`src/hw/pmaf_pkg.sv`:
```
// Purpose: shared constants and types of the power monitor alert flag block
// Assumes: Avalon-MM register bus with 32-bit data, 16-bit registers in the low bits
// Notes: register offsets are word indices; byte address is four times the index
package pmaf_pkg;
	localparam int unsigned ADDR_W = 8;
	localparam logic [5:0] IDX_RANGE = 6'h00;
	localparam logic [5:0] IDX_ALERT_DIAG = 6'h0B;
	localparam logic [5:0] IDX_SHUNT_OVER = 6'h0C;
	localparam logic [5:0] IDX_SHUNT_UNDER = 6'h0D;
	localparam logic [5:0] IDX_BUS_OVER = 6'h0E;
	localparam logic [5:0] IDX_BUS_UNDER = 6'h0F;
	localparam logic [5:0] IDX_TEMP_LIMIT = 6'h10;
	localparam logic [5:0] IDX_POWER_LIMIT = 6'h11;
	localparam logic [15:0] RST_ALERT_DIAG = 16'h0001;
	localparam logic [15:0] RST_SHUNT_OVER = 16'h7FFF;
	localparam logic [15:0] RST_SHUNT_UNDER = 16'h8000;
	localparam logic [15:0] RST_BUS_OVER = 16'h7FFF;
	localparam logic [15:0] RST_BUS_UNDER = 16'h0000;
	localparam logic [15:0] RST_TEMP_LIMIT = 16'h7FF0;
	localparam logic [15:0] RST_POWER_LIMIT = 16'hFFFF;
	localparam logic [1:0] RST_RANGE = 2'h0;
	localparam logic [15:0] MASK_CTRL = 16'hF000;
	localparam logic [15:0] MASK_BUS_THR = 16'h7FFF;
	localparam logic [15:0] MASK_TEMP = 16'hFFF0;
	localparam int unsigned BIT_LATCH = 15;
	localparam int unsigned BIT_CNV_ALERT = 14;
	localparam int unsigned BIT_AVG_SEL = 13;
	localparam int unsigned BIT_POLARITY = 12;
	localparam int unsigned BIT_MATH_OF = 9;
	localparam int unsigned BIT_FLAG_HI = 7;
	localparam int unsigned BIT_FLAG_LO = 2;
	localparam int unsigned BIT_CONV_RDY = 1;
	localparam int unsigned BIT_TRIM_OK = 0;
	localparam int unsigned NUM_LIMITS = 6;
	// Order of the limit flags, bit 2 upward
	typedef enum logic [2:0] {
		PMAF_LIM_POWER,
		PMAF_LIM_BUS_UNDER,
		PMAF_LIM_BUS_OVER,
		PMAF_LIM_SHUNT_UNDER,
		PMAF_LIM_SHUNT_OVER,
		PMAF_LIM_TEMP
	} pmaf_limit_t;
	typedef enum logic [1:0] {
		PMAF_BUS_IDLE,
		PMAF_BUS_ANSWER
	} pmaf_bus_state_t;
	// One measurement set handed over by the converter
	typedef struct packed {
		logic [15:0] shunt;
		logic [15:0] bus;
		logic [15:0] temp;
		logic [23:0] power;
	} pmaf_result_t;
	// Events from the conversion engine, same clock
	typedef struct packed {
		logic raw_valid;
		logic avg_valid;
		logic conv_done;
		logic conv_start;
		logic math_overflow;
		logic trim_checksum_err;
	} pmaf_event_t;
endpackage

```
`src/hw/pmaf_alert_flags.sv`:
```
// Purpose: limit comparators, diagnostic flags, alert pin and threshold registers
// Assumes: converter results and events arrive on clk; registers reached over Avalon-MM
// Notes: alert pin is open-drain, presented as out / output enable (enable low = drive)
`timescale 1ns/1ns
`default_nettype none
module pmaf_alert_flags
	import pmaf_pkg::*;
(
	input wire logic clk,
	input wire logic srst,
	input wire logic [ADDR_W-1:0] avs_address,
	input wire logic avs_read,
	input wire logic avs_write,
	input wire logic [31:0] avs_writedata,
	input wire logic [3:0] avs_byteenable,
	output logic [31:0] avs_readdata,
	output logic avs_waitrequest,
	output logic [1:0] avs_response,
	input wire pmaf_result_t raw_result,
	input wire pmaf_result_t avg_result,
	input wire pmaf_event_t events,
	output logic alert_out,
	output logic alert_oe_n,
	output logic [1:0] shunt_range_sel
);
	localparam logic [1:0] RESP_OK = 2'h0;
	localparam logic [1:0] RESP_DECERR = 2'h3;

	logic [15:0] ctrl_reg;
	logic [NUM_LIMITS-1:0] flag_reg;
	logic math_overflow_flag_reg;
	logic conv_ready_flag_reg;
	logic trim_checksum_ok_reg;
	logic [15:0] shunt_over_threshold_reg;
	logic [15:0] shunt_under_threshold_reg;
	logic [15:0] bus_over_threshold_reg;
	logic [15:0] bus_under_threshold_reg;
	logic [15:0] temp_limit_reg;
	logic [15:0] power_limit_reg;
	logic [1:0] range_reg;
	pmaf_bus_state_t bus_state_reg;
	logic [31:0] rdata_reg;
	logic [1:0] resp_reg;
	logic alert_out_reg;
	logic alert_oe_n_reg;

	logic alert_latch_mode;
	logic conv_ready_on_alert;
	logic alert_on_averaged_sel;
	logic alert_polarity;
	pmaf_result_t cmp_result;
	logic cmp_valid;
	logic [NUM_LIMITS-1:0] fault_now;
	logic [5:0] word_idx;
	logic bus_req;
	logic take_read;
	logic take_write;
	logic diag_read;
	logic [15:0] diag_value;
	logic alert_active;
	logic wr_ctrl;
	logic wr_range;
	logic wr_shunt_over;
	logic wr_shunt_under;
	logic wr_bus_over;
	logic wr_bus_under;
	logic wr_temp_limit;
	logic wr_power_limit;

	// Byte-lane merge, used by every writable register except the range word
	function automatic logic [15:0] lane_merge(input logic [15:0] old_v, input logic [31:0] wd,
			input logic [3:0] be, input logic [15:0] keep);
		logic [15:0] v;
		v = old_v;
		if (be[0]) begin
			v[7:0] = wd[7:0];
		end
		if (be[1]) begin
			v[15:8] = wd[15:8];
		end
		return v & keep;
	endfunction

	function automatic logic known_idx(input logic [5:0] idx);
		return ((idx >= IDX_ALERT_DIAG) && (idx <= IDX_POWER_LIMIT)) || (idx == IDX_RANGE);
	endfunction

	// Strobe for one register index, shared by every write and by the read-clear
	function automatic logic access_at(input logic take, input logic [5:0] idx, input logic [5:0] want);
		return take && (idx == want);
	endfunction

	// The flag field must hold one bit per limit, and the word index is cut from bits 7:2
	if (BIT_FLAG_HI - BIT_FLAG_LO + 1 != NUM_LIMITS) begin : g_chk_flags
		$error("flag field width does not match the limit count");
	end
	if (ADDR_W < 8) begin : g_chk_addr
		$error("address bus too narrow for the register map");
	end

	assign alert_latch_mode = ctrl_reg[BIT_LATCH];
	assign conv_ready_on_alert = ctrl_reg[BIT_CNV_ALERT];
	assign alert_on_averaged_sel = ctrl_reg[BIT_AVG_SEL];
	assign alert_polarity = ctrl_reg[BIT_POLARITY];

	assign word_idx = avs_address[7:2];
	assign bus_req = (bus_state_reg == PMAF_BUS_IDLE) && (avs_read || avs_write);
	assign take_read = bus_req && avs_read;
	assign take_write = bus_req && avs_write && !avs_read;
	assign diag_read = access_at(take_read, word_idx, IDX_ALERT_DIAG);
	assign wr_ctrl = access_at(take_write, word_idx, IDX_ALERT_DIAG);
	assign wr_range = access_at(take_write, word_idx, IDX_RANGE);
	assign wr_shunt_over = access_at(take_write, word_idx, IDX_SHUNT_OVER);
	assign wr_shunt_under = access_at(take_write, word_idx, IDX_SHUNT_UNDER);
	assign wr_bus_over = access_at(take_write, word_idx, IDX_BUS_OVER);
	assign wr_bus_under = access_at(take_write, word_idx, IDX_BUS_UNDER);
	assign wr_temp_limit = access_at(take_write, word_idx, IDX_TEMP_LIMIT);
	assign wr_power_limit = access_at(take_write, word_idx, IDX_POWER_LIMIT);

	// Source selection
	assign cmp_result = alert_on_averaged_sel ? avg_result : raw_result;
	assign cmp_valid = alert_on_averaged_sel ? events.avg_valid : events.raw_valid;

	// Signed compare for shunt and temperature: a negative over threshold is below zero, so zero trips
	assign fault_now[PMAF_LIM_TEMP] = $signed(cmp_result.temp & MASK_TEMP) > $signed(temp_limit_reg);
	assign fault_now[PMAF_LIM_SHUNT_OVER] = $signed(cmp_result.shunt) > $signed(shunt_over_threshold_reg);
	assign fault_now[PMAF_LIM_SHUNT_UNDER] = $signed(cmp_result.shunt) < $signed(shunt_under_threshold_reg);
	assign fault_now[PMAF_LIM_BUS_OVER] = cmp_result.bus > bus_over_threshold_reg;
	assign fault_now[PMAF_LIM_BUS_UNDER] = cmp_result.bus < bus_under_threshold_reg;
	// Power limit counts in steps of 256 power LSBs
	assign fault_now[PMAF_LIM_POWER] = cmp_result.power[23:8] > power_limit_reg;

	always_comb begin
		diag_value = 16'h0000;
		diag_value[15:12] = ctrl_reg[15:12];
		diag_value[BIT_MATH_OF] = math_overflow_flag_reg;
		diag_value[BIT_FLAG_HI:BIT_FLAG_LO] = flag_reg;
		diag_value[BIT_CONV_RDY] = conv_ready_flag_reg;
		diag_value[BIT_TRIM_OK] = trim_checksum_ok_reg;
	end

	// Configuration bits of the diagnostic register
	always_ff @(posedge clk) begin
		if (srst) begin
			ctrl_reg <= RST_ALERT_DIAG & MASK_CTRL;
		end else if (wr_ctrl) begin
			ctrl_reg <= lane_merge(ctrl_reg, avs_writedata, avs_byteenable, MASK_CTRL);
		end
	end

	// Range select kept in a word of its own at index 0
	always_ff @(posedge clk) begin
		if (srst) begin
			range_reg <= RST_RANGE;
		end else if (wr_range) begin
			if (avs_byteenable[0]) begin
				range_reg <= avs_writedata[1:0];
			end
		end
	end

	// Limit flags: transparent mode follows each new result, latch mode holds until read.
	// Set beats the read-clear so an event in the read cycle is not lost.
	genvar gi;
	generate
		for (gi = 0; gi < NUM_LIMITS; gi++) begin : g_limit
			always_ff @(posedge clk) begin
				if (srst) begin
					flag_reg[gi] <= 1'b0;
				end else if (alert_latch_mode) begin
					if (cmp_valid && fault_now[gi]) begin
						flag_reg[gi] <= 1'b1;
					end else if (diag_read) begin
						flag_reg[gi] <= 1'b0;
					end
				end else if (cmp_valid) begin
					flag_reg[gi] <= fault_now[gi];
				end
			end
		end
	endgenerate

	always_ff @(posedge clk) begin
		if (srst) begin
			math_overflow_flag_reg <= 1'b0;
		end else if (events.math_overflow) begin
			math_overflow_flag_reg <= 1'b1;
		end else if (events.conv_start) begin
			math_overflow_flag_reg <= 1'b0;
		end
	end

	// Conversion ready: both modes drop it when the next conversion starts; latch mode also drops it on a read
	always_ff @(posedge clk) begin
		if (srst) begin
			conv_ready_flag_reg <= 1'b0;
		end else if (events.conv_done) begin
			conv_ready_flag_reg <= 1'b1;
		end else if (events.conv_start || (alert_latch_mode && diag_read)) begin
			conv_ready_flag_reg <= 1'b0;
		end
	end

	// Checksum status only ever falls; a new reset restores it
	always_ff @(posedge clk) begin
		if (srst) begin
			trim_checksum_ok_reg <= RST_ALERT_DIAG[BIT_TRIM_OK];
		end else if (events.trim_checksum_err) begin
			trim_checksum_ok_reg <= 1'b0;
		end
	end

	// Threshold registers, one process each; bus thresholds keep bit 15 at zero
	always_ff @(posedge clk) begin
		if (srst) begin
			shunt_over_threshold_reg <= RST_SHUNT_OVER;
		end else if (wr_shunt_over) begin
			shunt_over_threshold_reg <= lane_merge(shunt_over_threshold_reg, avs_writedata, avs_byteenable,
				16'hFFFF);
		end
	end

	always_ff @(posedge clk) begin
		if (srst) begin
			shunt_under_threshold_reg <= RST_SHUNT_UNDER;
		end else if (wr_shunt_under) begin
			shunt_under_threshold_reg <= lane_merge(shunt_under_threshold_reg, avs_writedata, avs_byteenable,
				16'hFFFF);
		end
	end

	always_ff @(posedge clk) begin
		if (srst) begin
			bus_over_threshold_reg <= RST_BUS_OVER;
		end else if (wr_bus_over) begin
			bus_over_threshold_reg <= lane_merge(bus_over_threshold_reg, avs_writedata, avs_byteenable,
				MASK_BUS_THR);
		end
	end

	always_ff @(posedge clk) begin
		if (srst) begin
			bus_under_threshold_reg <= RST_BUS_UNDER;
		end else if (wr_bus_under) begin
			bus_under_threshold_reg <= lane_merge(bus_under_threshold_reg, avs_writedata, avs_byteenable,
				MASK_BUS_THR);
		end
	end

	always_ff @(posedge clk) begin
		if (srst) begin
			temp_limit_reg <= RST_TEMP_LIMIT;
		end else if (wr_temp_limit) begin
			temp_limit_reg <= lane_merge(temp_limit_reg, avs_writedata, avs_byteenable, MASK_TEMP);
		end
	end

	always_ff @(posedge clk) begin
		if (srst) begin
			power_limit_reg <= RST_POWER_LIMIT;
		end else if (wr_power_limit) begin
			power_limit_reg <= lane_merge(power_limit_reg, avs_writedata, avs_byteenable, 16'hFFFF);
		end
	end

	// Bus slave: one wait cycle, answer on the second edge. The single wait state
	// lets the read-clear of the flags land after the value was captured.
	always_ff @(posedge clk) begin
		if (srst) begin
			bus_state_reg <= PMAF_BUS_IDLE;
		end else begin
			case (bus_state_reg)
				PMAF_BUS_IDLE: begin
					if (bus_req) begin
						bus_state_reg <= PMAF_BUS_ANSWER;
					end
				end
				PMAF_BUS_ANSWER: begin
					bus_state_reg <= PMAF_BUS_IDLE;
				end
				default: begin
					bus_state_reg <= PMAF_BUS_IDLE;
				end
			endcase
		end
	end

	always_ff @(posedge clk) begin
		if (srst) begin
			avs_waitrequest <= 1'b1;
		end else begin
			avs_waitrequest <= !(bus_state_reg == PMAF_BUS_IDLE && (avs_read || avs_write));
		end
	end

	// Unmapped words answer with a decode error and zero data; writes to them are dropped
	always_ff @(posedge clk) begin
		if (srst) begin
			resp_reg <= RESP_OK;
		end else if (bus_req) begin
			resp_reg <= known_idx(word_idx) ? RESP_OK : RESP_DECERR;
		end
	end

	// Read data captured at the taking edge, before the read-clear lands
	always_ff @(posedge clk) begin
		if (srst) begin
			rdata_reg <= 32'h0000_0000;
		end else if (bus_req) begin
			rdata_reg <= 32'h0000_0000;
			if (take_read) begin
				case (word_idx)
					IDX_RANGE: rdata_reg <= {30'h0, range_reg};
					IDX_ALERT_DIAG: rdata_reg <= {16'h0000, diag_value};
					IDX_SHUNT_OVER: rdata_reg <= {16'h0000, shunt_over_threshold_reg};
					IDX_SHUNT_UNDER: rdata_reg <= {16'h0000, shunt_under_threshold_reg};
					IDX_BUS_OVER: rdata_reg <= {16'h0000, bus_over_threshold_reg};
					IDX_BUS_UNDER: rdata_reg <= {16'h0000, bus_under_threshold_reg};
					IDX_TEMP_LIMIT: rdata_reg <= {16'h0000, temp_limit_reg};
					IDX_POWER_LIMIT: rdata_reg <= {16'h0000, power_limit_reg};
					default: rdata_reg <= 32'h0000_0000;
				endcase
			end
		end
	end

	assign avs_readdata = rdata_reg;
	assign avs_response = resp_reg;

	// Alert pin: open-drain, so only the active level is driven
	assign alert_active = (|flag_reg) || (conv_ready_on_alert && conv_ready_flag_reg);

	// Level follows polarity alone; only the enable carries the fault state
	always_ff @(posedge clk) begin
		if (srst) begin
			alert_out_reg <= 1'b0;
		end else begin
			alert_out_reg <= alert_polarity;
		end
	end

	always_ff @(posedge clk) begin
		if (srst) begin
			alert_oe_n_reg <= 1'b1;
		end else begin
			alert_oe_n_reg <= !alert_active;
		end
	end

	assign alert_out = alert_out_reg;
	assign alert_oe_n = alert_oe_n_reg;
	assign shunt_range_sel = range_reg;
endmodule // pmaf_alert_flags
`default_nettype wire

```
`config.mk`:
```
export PLATFORM = sky130hd
export DESIGN_NAME = pmaf_alert_flags
export DESIGN_NICKNAME = d
export VERILOG_FILES = /design/src/hw/pmaf_pkg.sv /design/src/hw/pmaf_alert_flags.sv
export SDC_FILE = /design/constraint.sdc
export NUM_CORES = 1
export LEC_CHECK = 0
export ABC_AREA = 1
export BUFFER_PORTS_ARGS = -buffer_cell sky130_fd_sc_hd__buf_2
export CELL_PAD_IN_SITES_DETAIL_PLACEMENT = 1
export CELL_PAD_IN_SITES_GLOBAL_PLACEMENT = 1
export CORE_ASPECT_RATIO = 1.5
export CORE_MARGIN = 8
export CORE_UTILIZATION = 33
export DETAILED_ROUTE_END_ITERATION = 10
export HOLD_SLACK_MARGIN = 0.06
export PLACE_DENSITY_LB_ADDON = 0.1
export SYNTH_ARGS = -nofsm -noshare
export SYNTH_HDL_FRONTEND = slang
export SYNTH_SLANG_ARGS = --single-unit
```
`constraint.sdc`:
```
create_clock -name clk -period 2.2 [get_ports clk]
set_input_delay 0.44 -clock clk [delete_from_list [all_inputs] [get_ports clk]]
set_output_delay 0.44 -clock clk [all_outputs]
set_load 0.02 [all_outputs]
```
==> impl_results.md <==
* Status: finished, final reports clean
* Hold Crit Class: primary input to register
* DP Area at 9500 um2
* Syn_area_per_cell at 7.09 um2
* Drt initial violations at 279
* Ys Warns at 0
* I/O pin total at 237
* Worst Setup Start Kind: register
* Worst Path Required at 2560 ps
* Starting Density at 0.333
* Slew Viols, Final at 0
* Multi-input gate area at 4990 um2
* Crit end category: register
* Die height at 208 um
* Crit-path cells: inv_8 -> buf_12 -> buf_6 -> nand2_1 -> nand2_2 -> ha_4 -> nand2_1 -> o21a_1 -> o211ai_1 -> nand2_1 -> nand2_1 -> nand3_2 -> a21oi_2
* Arrival time at the worst endpoint at 2510 ps
* DIE WIDTH at 144 um
* Clk Latency, worst-skew pair at 430 ps
* H-tree depth reported by CTS at 4
* Gr ovfl total at 0
* Post-synth EDFFs at 0
* CP most frequent cell: nand2_1
* Fmax achieved at 0.466 GHz
* Root Buffer: clkbuf_16
* Critical-path top delay cell: dfxtp_4
* CP Max Fanout at 21
* Rows at 70
* # Max-Cap Violations at 0
* Fraction of registers with async set/reset at 0
* Drt first pass iters at 4
* Max clock buf depth at 2
* PD cells at 572 nW/um2
* Fillers at 3,131
* Top FF cell, synth: dfxtp_1
* Top cell type's share of synthesized area at 0.312
* Sum Neg Setup Slack at 0 ps
* Post-route ant nets at 0
* Synth top area cells: dfxtp_1 (31%), nand2_1 (15%), ha_1 (14%)
* Leakage at 0.00538 uW
* Die area at 29,900 um2
* Layout cells sized above 1 at 0.241
* Final net count at 1,622
* Unrepaired setup endpoints after global routing: yes
* CTS buffer count at 17
* Clock slew at reported path FFs at 60 ps
* Total GRT Usage at 0.202
* Crit Path Category: register to register
* GP Congestion at 0.847
* N_diodes at 0
* Hold buffers post-CTS at 0
* Initial antenna violation count at 0
* Fin crit share at 0.976
* Buffers & Inverters on Critical Path at 3
* Layout Area Growth over Synthesis at 28.8%
* First-pass GRT wire length at 46,800 um
* CP max stage delay at 420 ps
* Post-synthesis register bit count at 126
* Synth Instances at 1,140
* Register area share after synthesis at 0.312
* Port-buffer cells at 176
* Reg area at 2530 um2
* Area of the mapped netlist at 8080 um2
* DRC viols at 0
* Via/cell ratio at 4.97
* Largest net degree at the start of global routing at 100
* Final setup fails at 0
* Fin cells at 1,671
* Final instance area at 10,400 um2
* Unique masters post-synth at 47
* Clock sink total at 126
* Worst vdd ir at 0.000447 V
* CTS tree: built
* Synth area leader: dfxtp_1
* WL per Instance at 18.1 um
* Core footprint at 24,300 um2
* Vias at 8,303
* Inst Count DP at 1,639
* Top cell family by delay on the critical path: compound AO/OA/AOI/OAI gates
* Fin. Hold Viols at 0
* HPWL after DPL at 24,100 um
* Vias in the first global route at 8,714
* Clock period minus worst slack at 2150 ps
* Drt total wl at 30,200 um
* Clock Skews at 7.50 ps
worst register-to-register path, delay by kind of cell, from the launching register on:
| family | cells | cell delay [ps] |
|---|---|---|
| AO/OA/AOI/OAI | 3 | 520 |
| buffers and inverters | 3 | 380 |
| AND/OR/NAND/NOR | 6 | 510 |
| flip-flops | 1 | 420 |
| adder cells (fa/ha/maj) | 1 | 270 |
final timing paths:
check | start | endpoint | slack (ps) | cells past startpoint
worst min-delay path | events[0] | trim_checksum_ok_reg$_SDFFE_PP1P_ | 220 | 2
worst max register to register | ctrl_reg[13]$_SDFFE_PP0P_ | diag_value[4]$_SDFFE_PP0P_ | 50 | 13
worst max-delay path | ctrl_reg[13]$_SDFFE_PP0P_ | diag_value[4]$_SDFFE_PP0P_ | 50 | 13
worst min register to register | trim_checksum_ok_reg$_SDFFE_PP1P_ | trim_checksum_ok_reg$_SDFFE_PP1P_ | 470 | 2
layout by cell type (no fill, tap or decap), drive strengths merged:
master and n:
nand2 337, buf 220, inv 143, dfxtp 126, a21oi 113, ha 88
o211ai 64, o21ai 59, nor2 42, o22ai 27, clkbuf 23, nand3 19
conb 16, nand4 12, nor3 10, a22oi 7, clkinv 6, o31ai 6
o21a 4, a211oi 4, bufinv 4, a41oi 2, a21o 2, a31oi 2
mux2i 2, a21boi 1, and2 1, or2 1, o31a 1, xor2 1
nor4 1, o311ai 1, a221oi 1, a32oi 1
layout make-up:
class / instances / share of cell area
Multi-Input combinational cell: 825 / 0.479
Inverter: 145 / 0.0533
Tap cell: 324 / 0.0390
Clock inverter: 8 / 0.0135
Clock buffer: 22 / 0.0436
Sequential cell: 126 / 0.243
Timing Repair Buffer: 221 / 0.129
per-stage QoR:
| stage | power, uW | utilization | worst slack (ps) | hold WS (ps) |
|---|---|---|---|---|
| CTS | 5970 | 0.417 | 16.5 | 218 |
| finish | 5950 | 0.429 | 53.3 | 224 |
| global placement | 3020 | 0.391 | -6.61 | 449 |
| floorplan | 2730 | - | -14.3 | 421 |
| global route | 6160 | 0.429 | -66.3 | 233 |
| detailed placement | 3030 | 0.391 | -42.1 | 457 |
repair_timing:
action	in CTS	in global routing
endpoints found under the hold margin	0	0
resized for setup	5	55
setup buffers	0	1
setup endpoints to repair	4	6
cloned	0	1
pin swaps	2	19
synthesized netlist by cell type, types with 4 or more instances:
master	count
nand4_1	12
a21oi_1	112
o21ai_0	58
a22oi_1	7
nand2_1	333
ha_1	88
buf_4	20
nor2_2	7
buf_2	11
nor2_1	28
a211oi_1	4
inv_2	9
dfxtp_1	126
o211ai_1	64
nand3_1	16
nor2_4	7
inv_1	134
o22ai_1	26
o21a_1	4
clkbuf_1	25
o31ai_1	6
nor3_1	9
power breakdown:
| part | leakage (uW) | switching [uW] | internal, uW |
|---|---|---|---|
| registers | 0.00102 | 13.5 | 2300 |
| logic | 0.00406 | 416 | 273 |
| clock network | 0.000294 | 1040 | 1900 |
layer usage:
metal | global-route usage | part of all wire | up-vias
met3 | 0.0297 | 0.042 | 32
li1 | - | - | 4189
met5 | 0 | 0 | -
met1 | 0.243 | 0.44 | 3910
met4 | 0.0499 | 0.018 | 0
met2 | 0.362 | 0.50 | 172
cell families after synthesis:
group / after synthesis / synth area share
and+or+nand+nor: 423 / 0.221
AOI/OAI and AO/OA: 295 / 0.218
buffers and inverters: 204 / 0.108
DFF: 126 / 0.312
adders and majority gates: 88 / 0.136
muxes: 2 / 0.00248
other: 1 / 0.000464
xor gates and xnor gates: 1 / 0.00108
(Power assumes the default switching activity.)
